$ cat src/core/ahs_defs.svh
// Register offsets, field positions, reset values and limits of the axis homing block
`ifndef AHS_DEFS_SVH
`define AHS_DEFS_SVH

`define AHS_OFF_CMD 8'h00
`define AHS_OFF_CFG 8'h04
`define AHS_OFF_SLEW 8'h08
`define AHS_OFF_HVEL 8'h0c
`define AHS_OFF_ACC 8'h10
`define AHS_OFF_DEC 8'h14
`define AHS_OFF_SERVO 8'h18
`define AHS_OFF_STEP 8'h1c
`define AHS_OFF_STATUS 8'h20
`define AHS_OFF_POS 8'h24
`define AHS_OFF_VEL 8'h28

`define AHS_CMD_EDGE 0
`define AHS_CMD_HOME 1
`define AHS_CMD_BEGIN 2
`define AHS_CMD_ABORT 3

`define AHS_CFG_POL 0
`define AHS_CFG_STEP 1

`define AHS_ST_DONE 0
`define AHS_ST_HOME 1
`define AHS_ST_BUSY 2
`define AHS_ST_IDXSEEN 3
`define AHS_ST_STATE_LO 4

`define AHS_SERVO_ONE 9'h100
`define AHS_STEP_MIN 9'h001
`define AHS_STEP_MAX 9'h100
`define AHS_SMOOTH_FRAC 8
`define AHS_SPEED_RST 32'h0000_0000
`define AHS_HSIZE_WORD 3'b010

`endif

$ cat src/core/ahs_pkg.sv
// Types shared by the axis homing and smoothing block
package ahs_pkg;

   typedef enum logic [2:0] {
      AHS_IDLE = 3'b000,
      AHS_FIND = 3'b001,
      AHS_STOP1 = 3'b011,
      AHS_SEEK2 = 3'b010,
      AHS_SEEK3 = 3'b110,
      AHS_STOP3 = 3'b111,
      AHS_RETURN = 3'b101
   } ahs_state_e;

   typedef struct packed {
      logic step_axis;
      logic pol_pos;
   } ahs_cfg_s;

   typedef struct packed {
      logic home;
      logic index;
      logic enc_pulse;
      logic enc_dir;
   } ahs_pins_s;

endpackage : ahs_pkg

$ cat src/core/ahs_axis.sv
// Axis homing sequencer, profile generator and smoothing filter with AHB-Lite registers
//
// Local design decisions: register access over AHB-Lite and the placing of the registers.
`timescale 1ns/1ps
`default_nettype none
`include "ahs_defs.svh"

//
// Overview of operation
// - Edge find: slew until home edge, stop
// - Homing starts by accelerating to slew speed
// - Home state 1 reverse, 0 forward
// - Polarity setting maps switch level to state
// - Stage one decelerates on home change
// - Edge find picks direction like stage one
// - Stage two: homing speed, opposite, until toggle
// - Opposite stage three stops; same continues smoothly
// - Stage three forward to index, return
// - Index position becomes zero count
// - Servo factor 0..1, 1 means unfiltered
// - Servo factor filters profile moves on non-step axes only
// - Step factor 0.25..64, 0.25 unfiltered
// - Step factor only on step axes
module ahs_axis
   import ahs_pkg::*;
#(
   parameter int VW = 32
) (
   input wire logic mclk,
   input wire logic reset_n,
   input wire logic ce,
   input wire logic tick,
   input wire logic hsel,
   input wire logic [31:0] haddr,
   input wire logic [1:0] htrans,
   input wire logic hwrite,
   input wire logic [2:0] hsize,
   input wire logic [31:0] hwdata,
   input wire logic hready,
   output logic hreadyout,
   output logic [31:0] hrdata,
   output logic hresp,
   input wire logic home_pin,
   input wire logic index_pin,
   input wire logic enc_pulse_pin,
   input wire logic enc_dir_pin,
   output logic [VW-1:0] motor_vel,
   output logic motor_dir,
   output logic motion_complete
);

   function automatic logic [3:0] ahs_log2(input logic [8:0] q);
      ahs_log2 = 4'h0;
      for (int i = 1; i < 9; i++) begin
         if (q[i]) begin
            ahs_log2 = 4'(i);
         end
      end
   endfunction : ahs_log2

   // Pin synchronisers
   ahs_pins_s pin_raw;
   ahs_pins_s s1_r, s2_r, s3_r, filt_r, filt_nxt, filt_d_r;
   assign pin_raw = '{home: home_pin, index: index_pin, enc_pulse: enc_pulse_pin, enc_dir: enc_dir_pin};

   genvar gi;
   generate
      for (gi = 0; gi < 4; gi++) begin : g_filt
         assign filt_nxt[gi] = (s2_r[gi] == s3_r[gi]) ? s3_r[gi] : filt_r[gi];
      end
   endgenerate

   always_ff @(posedge mclk or negedge reset_n) begin
      if (!reset_n) begin
         s1_r <= '0;
         s2_r <= '0;
         s3_r <= '0;
         filt_r <= '0;
         filt_d_r <= '0;
      end else if (ce) begin
         s1_r <= pin_raw;
         s2_r <= s1_r;
         s3_r <= s2_r;
         filt_r <= filt_nxt;
         filt_d_r <= filt_r;
      end
   end

   // Register bank state
   ahs_cfg_s cfg_r, cfg_nxt;
   logic [VW-1:0] slew_r, slew_nxt, hvel_r, hvel_nxt, acc_r, acc_nxt, dec_r, dec_nxt;
   logic [8:0] servo_r, servo_nxt, step_r, step_nxt;
   logic mode_home_r, mode_home_nxt, mode_set_r, mode_set_nxt;
   logic wr_pend_r, wr_pend_nxt;
   logic [7:0] wr_addr_r, wr_addr_nxt;
   logic [31:0] hrdata_r, hrdata_nxt;
   logic acc_take, wr_now;

   // Motion state
   ahs_state_e state_r, state_nxt;
   logic signed [VW-1:0] pos_r, pos_nxt, v_r, v_nxt, vf_r, vf_nxt, tgt_r, tgt_nxt;
   logic rev1_r, rev1_nxt, href_r, href_nxt, done_r, done_nxt, idx_r, idx_nxt, edge_mode_r, edge_mode_nxt;
   logic home_state, stopped, start_cmd, abort_cmd, kill;
   logic cmd_wr, mode_set_eff, mode_home_eff;

   assign home_state = filt_r.home ^ cfg_r.pol_pos;
   assign stopped = (v_r == '0) && (vf_r == '0);
   assign acc_take = ce && hsel && htrans[1] && hready;
   assign wr_now = ce && wr_pend_r;
   assign start_cmd = wr_now && (wr_addr_r == `AHS_OFF_CMD) && hwdata[`AHS_CMD_BEGIN];
   assign abort_cmd = wr_now && (wr_addr_r == `AHS_OFF_CMD) && hwdata[`AHS_CMD_ABORT];
   // Mode bits in the same write as begin take effect at once
   assign cmd_wr = wr_now && (wr_addr_r == `AHS_OFF_CMD);
   assign mode_set_eff = mode_set_r || (cmd_wr && (hwdata[`AHS_CMD_EDGE] || hwdata[`AHS_CMD_HOME]));
   assign mode_home_eff = (cmd_wr && hwdata[`AHS_CMD_HOME]) ? 1'b1 :
      ((cmd_wr && hwdata[`AHS_CMD_EDGE]) ? 1'b0 : mode_home_r);

   assign hreadyout = ce;
   assign hresp = 1'b0;
   assign hrdata = hrdata_r;

   // Bus slave and configuration registers
   always_comb begin
      cfg_nxt = cfg_r;
      slew_nxt = slew_r;
      hvel_nxt = hvel_r;
      acc_nxt = acc_r;
      dec_nxt = dec_r;
      servo_nxt = servo_r;
      step_nxt = step_r;
      mode_home_nxt = mode_home_r;
      mode_set_nxt = mode_set_r;
      wr_pend_nxt = wr_pend_r;
      wr_addr_nxt = wr_addr_r;
      hrdata_nxt = hrdata_r;
      if (wr_now) begin
         case (wr_addr_r)
            `AHS_OFF_CMD: begin
               if (hwdata[`AHS_CMD_EDGE]) begin
                  mode_home_nxt = 1'b0;
                  mode_set_nxt = 1'b1;
               end
               if (hwdata[`AHS_CMD_HOME]) begin
                  mode_home_nxt = 1'b1;
                  mode_set_nxt = 1'b1;
               end
            end
            `AHS_OFF_CFG: begin
               cfg_nxt.pol_pos = hwdata[`AHS_CFG_POL];
               cfg_nxt.step_axis = hwdata[`AHS_CFG_STEP];
            end
            `AHS_OFF_SLEW: slew_nxt = hwdata[VW-1:0];
            `AHS_OFF_HVEL: hvel_nxt = hwdata[VW-1:0];
            `AHS_OFF_ACC: acc_nxt = hwdata[VW-1:0];
            `AHS_OFF_DEC: dec_nxt = hwdata[VW-1:0];
            `AHS_OFF_SERVO: begin
               servo_nxt = (hwdata[31:0] > 32'(`AHS_SERVO_ONE)) ? `AHS_SERVO_ONE : hwdata[8:0];
            end
            `AHS_OFF_STEP: begin
               if (hwdata[31:0] > 32'(`AHS_STEP_MAX)) begin
                  step_nxt = `AHS_STEP_MAX;
               end else if (hwdata[8:0] < `AHS_STEP_MIN) begin
                  step_nxt = `AHS_STEP_MIN;
               end else begin
                  step_nxt = hwdata[8:0];
               end
            end
            default: begin
            end
         endcase
      end
      if (start_cmd && state_r == AHS_IDLE) begin
         mode_set_nxt = 1'b0;
      end
      if (ce) begin
         wr_pend_nxt = acc_take && hwrite && (hsize == `AHS_HSIZE_WORD);
      end
      if (acc_take) begin
         wr_addr_nxt = haddr[7:0];
         hrdata_nxt = 32'h0000_0000;
         if (!hwrite) begin
            case (haddr[7:0])
               `AHS_OFF_CFG: hrdata_nxt = {30'h0, cfg_r.step_axis, cfg_r.pol_pos};
               `AHS_OFF_SLEW: hrdata_nxt = 32'(slew_r);
               `AHS_OFF_HVEL: hrdata_nxt = 32'(hvel_r);
               `AHS_OFF_ACC: hrdata_nxt = 32'(acc_r);
               `AHS_OFF_DEC: hrdata_nxt = 32'(dec_r);
               `AHS_OFF_SERVO: hrdata_nxt = {23'h0, servo_r};
               `AHS_OFF_STEP: hrdata_nxt = {23'h0, step_r};
               `AHS_OFF_STATUS: begin
                  hrdata_nxt = {25'h0, state_r, idx_r, (state_r != AHS_IDLE), home_state, done_r};
               end
               `AHS_OFF_POS: hrdata_nxt = 32'(pos_r);
               `AHS_OFF_VEL: hrdata_nxt = 32'(vf_r);
               default: hrdata_nxt = 32'h0000_0000;
            endcase
         end
      end
   end

   always_ff @(posedge mclk or negedge reset_n) begin
      if (!reset_n) begin
         cfg_r <= '0;
         slew_r <= `AHS_SPEED_RST;
         hvel_r <= `AHS_SPEED_RST;
         acc_r <= `AHS_SPEED_RST;
         dec_r <= `AHS_SPEED_RST;
         servo_r <= `AHS_SERVO_ONE;
         step_r <= `AHS_STEP_MIN;
         mode_home_r <= 1'b0;
         mode_set_r <= 1'b0;
         wr_pend_r <= 1'b0;
         wr_addr_r <= 8'h00;
         hrdata_r <= 32'h0000_0000;
      end else begin
         cfg_r <= cfg_nxt;
         slew_r <= slew_nxt;
         hvel_r <= hvel_nxt;
         acc_r <= acc_nxt;
         dec_r <= dec_nxt;
         servo_r <= servo_nxt;
         step_r <= step_nxt;
         mode_home_r <= mode_home_nxt;
         mode_set_r <= mode_set_nxt;
         wr_pend_r <= wr_pend_nxt;
         wr_addr_r <= wr_addr_nxt;
         hrdata_r <= hrdata_nxt;
      end
   end

   // Homing sequencer
   always_comb begin
      state_nxt = state_r;
      tgt_nxt = tgt_r;
      rev1_nxt = rev1_r;
      href_nxt = href_r;
      done_nxt = done_r;
      idx_nxt = idx_r;
      edge_mode_nxt = edge_mode_r;
      kill = 1'b0;
      pos_nxt = pos_r;
      if (ce && filt_r.enc_pulse && !filt_d_r.enc_pulse) begin
         pos_nxt = filt_r.enc_dir ? pos_r - VW'(1) : pos_r + VW'(1);
      end
      if (ce) begin
         case (state_r)
            AHS_IDLE: begin
               if (start_cmd && mode_set_eff) begin
                  done_nxt = 1'b0;
                  idx_nxt = 1'b0;
                  edge_mode_nxt = !mode_home_eff;
                  rev1_nxt = home_state;
                  href_nxt = home_state;
                  tgt_nxt = home_state ? -$signed(slew_r) : $signed(slew_r);
                  state_nxt = AHS_FIND;
               end
            end
            AHS_FIND: begin
               if (home_state != href_r) begin
                  tgt_nxt = '0;
                  state_nxt = AHS_STOP1;
               end
            end
            AHS_STOP1: begin
               if (stopped) begin
                  if (edge_mode_r) begin
                     done_nxt = 1'b1;
                     state_nxt = AHS_IDLE;
                  end else begin
                     href_nxt = home_state;
                     tgt_nxt = rev1_r ? $signed(hvel_r) : -$signed(hvel_r);
                     state_nxt = AHS_SEEK2;
                  end
               end
            end
            AHS_SEEK2: begin
               if (home_state != href_r) begin
                  kill = !rev1_r;
                  tgt_nxt = $signed(hvel_r);
                  state_nxt = AHS_SEEK3;
               end
            end
            AHS_SEEK3: begin
               if (filt_r.index && !filt_d_r.index) begin
                  pos_nxt = '0;
                  idx_nxt = 1'b1;
                  tgt_nxt = '0;
                  state_nxt = AHS_STOP3;
               end
            end
            AHS_STOP3: begin
               if (stopped) begin
                  tgt_nxt = (pos_r > 0) ? -$signed(hvel_r) : $signed(hvel_r);
                  state_nxt = AHS_RETURN;
               end
            end
            AHS_RETURN: begin
               if (pos_r == '0 || (tgt_r > 0 && pos_r > 0) || (tgt_r < 0 && pos_r < 0)) begin
                  kill = 1'b1;
                  tgt_nxt = '0;
                  done_nxt = 1'b1;
                  state_nxt = AHS_IDLE;
               end
            end
            default: begin
               kill = 1'b1;
               tgt_nxt = '0;
               state_nxt = AHS_IDLE;
            end
         endcase
         if (abort_cmd) begin
            kill = 1'b1;
            tgt_nxt = '0;
            state_nxt = AHS_IDLE;
         end
      end
   end

   // Trapezoidal profile and smoothing filter
   logic signed [VW-1:0] stp, diff, delta;
   logic signed [VW+9:0] prod;
   logic [3:0] sh;
   always_comb begin
      v_nxt = v_r;
      vf_nxt = vf_r;
      stp = '0;
      sh = ahs_log2(step_r);
      diff = v_r - vf_r;
      prod = diff * $signed({1'b0, servo_r});
      delta = '0;
      if (cfg_r.step_axis) begin
         delta = diff >>> sh;
      end else begin
         delta = VW'(prod >>> `AHS_SMOOTH_FRAC);
      end
      if (delta == '0 && diff != '0) begin
         delta = (diff > 0) ? VW'(1) : -VW'(1);
      end
      if (ce && tick) begin
         if (v_r < tgt_r) begin
            stp = (v_r >= 0) ? $signed(acc_r) : $signed(dec_r);
            v_nxt = (tgt_r - v_r > stp) ? v_r + stp : tgt_r;
         end else if (v_r > tgt_r) begin
            stp = (v_r <= 0) ? $signed(acc_r) : $signed(dec_r);
            v_nxt = (v_r - tgt_r > stp) ? v_r - stp : tgt_r;
         end
         vf_nxt = vf_r + delta;
      end
      if (kill) begin
         v_nxt = '0;
         vf_nxt = '0;
      end
   end

   always_ff @(posedge mclk or negedge reset_n) begin
      if (!reset_n) begin
         state_r <= AHS_IDLE;
         tgt_r <= '0;
         rev1_r <= 1'b0;
         href_r <= 1'b0;
         done_r <= 1'b0;
         idx_r <= 1'b0;
         edge_mode_r <= 1'b0;
         pos_r <= '0;
         v_r <= '0;
         vf_r <= '0;
      end else begin
         state_r <= state_nxt;
         tgt_r <= tgt_nxt;
         rev1_r <= rev1_nxt;
         href_r <= href_nxt;
         done_r <= done_nxt;
         idx_r <= idx_nxt;
         edge_mode_r <= edge_mode_nxt;
         pos_r <= pos_nxt;
         v_r <= v_nxt;
         vf_r <= vf_nxt;
      end
   end

   assign motor_vel = vf_r;
   assign motor_dir = vf_r[VW-1];
   assign motion_complete = done_r;

endmodule : ahs_axis

`default_nettype wire

$ cat config.mk
export PLATFORM = sky130hd
export DESIGN_NAME = ahs_axis
export DESIGN_NICKNAME = d
export VERILOG_FILES = /design/src/core/ahs_pkg.sv /design/src/core/ahs_axis.sv
export VERILOG_INCLUDE_DIRS = /design/src /design/src/core
export SDC_FILE = /design/constraint.sdc
export NUM_CORES = 2
export LEC_CHECK = 0
export BUFFER_PORTS_ARGS = -buffer_cell sky130_fd_sc_hd__buf_2
export CORE_UTILIZATION = 37
export CTS_CLUSTER_SIZE = 10
export DETAILED_ROUTE_END_ITERATION = 10
export HOLD_SLACK_MARGIN = 0.05
export PLACE_DENSITY_LB_ADDON = 0.15
export SLEW_MARGIN = 30
export SYNTH_ARGS = -nofsm -noshare
export SYNTH_HDL_FRONTEND = slang
export SYNTH_SLANG_ARGS = --single-unit
export TNS_END_PERCENT = 20
$ cat constraint.sdc
create_clock -name mclk -period 11.59 [get_ports mclk]
set_input_delay 1.159 -clock mclk [delete_from_list [all_inputs] [get_ports mclk]]
set_output_delay 1.159 -clock mclk [all_outputs]
set_load 0.02 [all_outputs]
# == Word level (Yosys, flattened, before mapping) ==
# Index checks and enable logic that the tools add are counted.
# Widths: inputs -> output; s select.
# totals
ff_bits,345
input_bits,80
out_inout_bits,68
# classes
n_addsub,10
n_mul,1
magnitude_cmp,13
n_eq_ne,43
shift,1
muxes,79
bitwise_logic,1
n_reduce_logical,68
# ops
op,n
$mux 32,31
$pmux 32 s10,1
$pmux 32 s7,1
$logic_not 32->1,4
$sub 32x32->32,4
$gt 32x1->1 const B,3
$gt 32x32->1,3
$add 32x32->32,2
$eq 8x5->1 const B,8
$lt 32x1->1 const B,2
$neg 32->32,2
$mul 32x10->40,1
$add 32x2->32 const B,1
$eq 8x4->1 const B,4
$ge 32x1->1 const B,1
$gt 32x9->1 const B,1
$le 32x1->1 const B,1
$lt 32x32->1,1
$reduce_bool 32->1,1
$sshr 32x4->32,1
$sub 32x2->32 const B,1
$mux 4,7
$mux 9,3
$eq 8x6->1 const B,3
other kinds (33),129

# == Logic depth before layout (Yosys ltp) ==
# depth
ltp_word,16
depth_mapped,55
mapped_depth_nobuf,53

# == Worst setup path after synthesis ==
# No wires, ideal clock.
# synth_timing
path_kind,reg-to-reg
startpoint,register vf_r[0] (netlist: motor_vel[0])
endpoint,register vf_r[31] (netlist: motor_vel[31])
setup_ns,0.087
arrival_time_ns,12.140
slack_ns,-0.636
path_stages_with_launch,53
path_buffers,2
synth_period_minus_slack_ns,12.226
path_cell_list,dfrtp_1 -> ha_1 -> inv_1 -> fa_1 -> a211oi_1 -> o21ai_0 -> a211oi_1 -> o21ai_0 -> xor2_1 -> clkbuf_1 -> nand2_1 -> fa_1 -> inv_1 -> fa_1 -> fa_1 -> fa_1 -> inv_1 -> fa_1 -> (+17 left out) -> nor2_1 -> ha_1 -> nand2_1 -> o21ai_0 -> a21o_1 -> a41o_1 -> a221oi_1 -> o21ai_0 -> a21o_1 -> a2111oi_0 -> o311ai_0 -> a31oi_1 -> a21oi_1 -> nand3_1 -> nand2_1 -> and3_1 -> or2_0 -> o211ai_1
# synth_between
elab_chain_cells,9
word_cells_on_any_way,13
cone_classes,2 x add/sub; 1 x mul; 1 x order compare; 1 x shift; 5 x mux; 3 x reduce/logical
# synth_lines
item,line,text
"start, declared",ahs_axis.sv:101,"logic signed [VW-1:0] pos_r, pos_nxt, v_r, v_nxt, vf_r, vf_nxt, tgt_r, tgt_nxt;"
"start signal, assigned",ahs_axis.sv:377,vf_r <= vf_nxt;
$sub 32x32->32,ahs_axis.sv:328,diff = v_r - vf_r;
$mul 32x10->40 or $sshr 32x4->32 (tied branches),"ahs_axis.sv:329, ahs_axis.sv:332",
$mux 32,ahs_axis.sv:331,if (cfg_r.step_axis) begin
$logic_not 32->1,ahs_axis.sv:336,if (delta == '0 && diff != '0) begin
$logic_and 1x1->1,ahs_axis.sv:336,
$mux 32,ahs_axis.sv:336,
$add 32x32->32 *,ahs_axis.sv:347,vf_nxt = vf_r + delta;
$mux 32 *,ahs_axis.sv:339,if (ce && tick) begin
$mux 32 *,ahs_axis.sv:349,if (kill) begin
# Every way passes the cells marked *; elsewhere a longest branch is shown, timed or not. The select of a mux whose other input is x is not followed.
# A chain may end at the register's enable or synchronous reset.

# == Final worst setup path ==
# layout_timing
startpoint,register v_r[23]
endpoint,register vf_r[29] (netlist: motor_vel[29])
# layout_between
elab_chain_cells,9
word_cells_on_any_way,13
cone_classes,2 x add/sub; 1 x mul; 1 x order compare; 1 x shift; 5 x mux; 3 x reduce/logical
# layout_lines
item,line,text
"start, declared",ahs_axis.sv:101,
"start signal, assigned",ahs_axis.sv:376,v_r <= v_nxt;
$sub 32x32->32 *,ahs_axis.sv:328,
$mul 32x10->40 or $sshr 32x4->32 (tied branches),"ahs_axis.sv:329, ahs_axis.sv:332",
$mux 32,ahs_axis.sv:331,
$logic_not 32->1,ahs_axis.sv:336,
$logic_and 1x1->1,ahs_axis.sv:336,
$mux 32 *,ahs_axis.sv:336,
$add 32x32->32 *,ahs_axis.sv:347,
$mux 32 *,ahs_axis.sv:339,
$mux 32 *,ahs_axis.sv:349,
# Marks and branches as above.

==> flow_summary.yaml <==
pwr:
  p_total_mw: 16.8
  powerDensity_nw_per_um2: 336
  seqPwrFrac: 0.107
  p_switching_mw: 8.93
  p_int_mw: 7.83
  swShare: 0.533
  p_leak_nw: 24.4
  comb_power_share: 0.817
  peakVddDrop_mv: 0.297
  pwr-share-clk: 0.077
critical_path:
  crit_fanout: 7
  crit_arrival_ns: 12.06
  critPathSlowestCell: "o21ai_0"
  worstPathRequired_ns: 12.06
  worst-setup-path-type: "reg -> reg"
  end_kind: "flop"
  crit_start: "v_r[23]"
  r2r-start: "v_r[23]"
  crit_buf_inv: 12
  critPathMostFrequentCell: "buf_4"
  slowest_delay_ns: 0.59
  critPathTopFamily: "compound AO/OA/AOI/OAI gates"
  start_kind: "flop"
  r2r_setup_slack_ns: -0.006
cts:
  cts-buffers-inserted: 43
  cts_tree: "built"
  clockRootBuffer: "clkbuf_16"
  numClockSinks: 345
  hold_buffers: 0
  clock_latency_ns: 0.59
  path_clk_slew_ns: 0.06
  clockBufferDepth: 3
  cts_htree_levels: 2
yosys:
  syn-instance-count: 5032
  yosysUniqueCellTypes: 105
  synth_top_cell_by_area: "dfrtp_1"
  synth_top_area_share: 0.205
  ys_ff_latch: 345
  avgSynthCellArea_um2: 8.31
  synthesis.nets: 5720
  synthFlopType: "dfrtp_1"
  ys_seq_area_frac: 0.206
  synth.area.top_cells: "dfrtp_1 21%, ha_1 11%, fa_1 11%, nand2_1 5.5%, mux2_2 5.0%"
  synth_edf_count: 0
  synth-async-reset-ratio: 1.00
  yosysWarningCount: 0
  syn_area_um2: 41800
placed_design:
  portBuffers: 121
  dp_slack_ns: -0.691
  hpwl_um: 136000
  globalplace.congestion: 0.986
floorplan:
  std_cell_rows: 122
  fp.dieW_um: 338
  start_util: 0.375
  die_h_um: 338
  fp.coreArea_um2: 111000
  dieArea_um2: 114000
  ios: 148
cells_and_area:
  nets: 6218
  fin_util: 0.448
  layout_common_cells: "608 x nand2_1, 572 x buf_4, 397 x inv_1"
  layout-area-overhead-vs-synth_pct: 19.4
  drive_above_1_share: 0.205
  layout_commonest_cell: "nand2_1"
drt:
  via_per_inst: 5.77
  wl_um: 169000
  drc_errors: 0
  drt-initial-drc-count: 3371
  post_drt_wl_per_cell_um: 24.0
  drt_first_pass_iters: 8
  dr_total_vias: 40700
  ant_nets: 0
global_route:
  grt_max_degree: 98
  grt_overflow: 0
  grt_pass1_vias: 39900
  grt_use_total: 0.288
  grt_pass1_wl_um: 253000
  antenna_found_initial: 9
run_status:
  violations: "negative setup slack"
  status: "finished with violations"
sta:
  worst_pin_slew_ns: 1.01
  setup_slack_ns: -0.00633
  fin_crit_sh: 1.00
  finalSetupViolations: 1
  fin_crit_ns: 11.60
  max_freq_ghz: 0.0862
  rsz0062_at_grt: "true"
  whs_ns: 0.476
  hold_viol: 0
  slew_viol_final: 0
  slew_headroom: 0.326
  fin_worst_skew_ns: 0.0226
min_path:
  hp-class: "reg -> reg"
  min-delay-start: "step_r[0]"
run:
  cap_viol_max_count: 0
## cells by family (layout without fill, tap and decap cells)
family / Yosys count / after routing / share of synthesized area
compound gates: 1348 / 1348 / 0.211
xor+xnor: 231 / 231 / 0.0487
fa+ha+maj: 608 / 608 / 0.224
buf+inv: 664 / 1181 / 0.0608
flops: 345 / 345 / 0.206
mux: 241 / 241 / 0.0644
other cells: 1 / 5 / 0.0000896
simple gates: 1594 / 1594 / 0.184
## layer usage
metal | global-route usage | vias up | share of wire
met5 | 0 | - | 0.00035
met4 | 0.134 | 10 | 0.054
met3 | 0.0341 | 390 | 0.059
met2 | 0.486 | 1401 | 0.47
met1 | 0.367 | 20000 | 0.41
li1 | - | 18800 | -
## registers in the layout (all words and copies together), names as in the netlist, 3 cells and up
| register | flops |
|---|---|
| dec_r | 32 |
| hvel_r | 32 |
| hrdata | 32 |
| s3_r | 4 |
| pos_r | 32 |
| tgt_r | 32 |
| slew_r | 32 |
| servo_r | 9 |
| acc_r | 32 |
| step_r | 9 |
| state_r | 3 |
| filt_r | 4 |
| motor_vel | 32 |
| v_r | 32 |
| s1_r | 4 |
| wr_addr_r | 8 |
| s2_r | 4 |
## synthesized netlist by cell type, types with 10 or more instances
| cell | instances |
|---|---|
| o211ai_1 | 28 |
| a211oi_1 | 44 |
| nor3_1 | 98 |
| mux2_2 | 185 |
| or3_1 | 42 |
| a22oi_1 | 76 |
| o221ai_1 | 18 |
| clkbuf_1 | 223 |
| nand4_1 | 56 |
| and3_1 | 47 |
| or2_2 | 16 |
| dfrtp_1 | 343 |
| a21o_1 | 123 |
| nand3_1 | 76 |
| xnor2_1 | 134 |
| a211o_1 | 10 |
| a22o_1 | 42 |
| nand2_1 | 614 |
| nor4_1 | 57 |
| buf_1 | 17 |
| nor3b_1 | 13 |
| nand2b_1 | 55 |
| a21oi_1 | 308 |
| o21bai_1 | 29 |
| xor2_1 | 96 |
| ha_1 | 375 |
| o21ai_0 | 323 |
| a21boi_0 | 21 |
| mux2i_1 | 52 |
| a221oi_1 | 66 |
| o22ai_1 | 25 |
| nor2b_1 | 46 |
| o31ai_1 | 41 |
| o21a_1 | 39 |
| nor2_1 | 275 |
| a31oi_1 | 39 |
| a221o_1 | 10 |
| and2_1 | 145 |
| fa_1 | 233 |
| inv_1 | 403 |
## power groups by stage
stage | registers (mW) | clock network, mW | logic [mW]
3_3_place_gp | 1.80 | 0 | 12.8
2_1_floorplan | 1.70 | 0 | 7.81
6_report | 1.79 | 1.28 | 13.7
5_1_grt | 1.80 | 1.34 | 14.9
3_5_place_dp | 1.80 | 0 | 12.9
4_1_cts | 1.78 | 1.30 | 13.2
## through the flow
stage,TNS (ns),cell area [um2],cells
floorplan,0,41900,5032
global route,-2.61,49900,7037
global placement,-3.50,47700,6934
CTS,0,49500,7022
detailed placement,-4.62,47700,6934
finish,-0.00633,50000,7041
## tightest hold or removal path: stages (launching register included)
cell and delay [ns]:
dfstp_2 0.37, nand2_1 0.05, o31ai_1 0.06
## repair_timing
item	CTS	global route
pin swaps	55	84
gates resized for setup	58	76
cloned	0	1
setup endpoints to repair	14	14
setup buffers	24	14
## final cells by class
class / instances / area (um2)
clock buffers: 58 / 1220
clock inverters: 6 / 58.8
diodes: 4 / 10.0
fillers: 11200 / 61500
inverters: 405 / 1520
flip-flops and latches: 345 / 8640
repair buffers: 712 / 5230
multi-input cells: 4023 / 31400
well taps: 1488 / 1860
## path summary, 6_finish.rpt
| check | end | cells after the start |
|---|---|---|
| hold reg to reg | step_r[0] | 2 |
| min in group asynchronous | acc_r[31] | 1 |
| hold / removal | step_r[0] | 2 |
| max in group asynchronous | motor_vel[9] | 2 |
| setup / recovery | motor_vel[29] | 53 |
| setup reg to reg | motor_vel[29] | 53 |
Note: power is estimated with default switching activity, not from simulation.
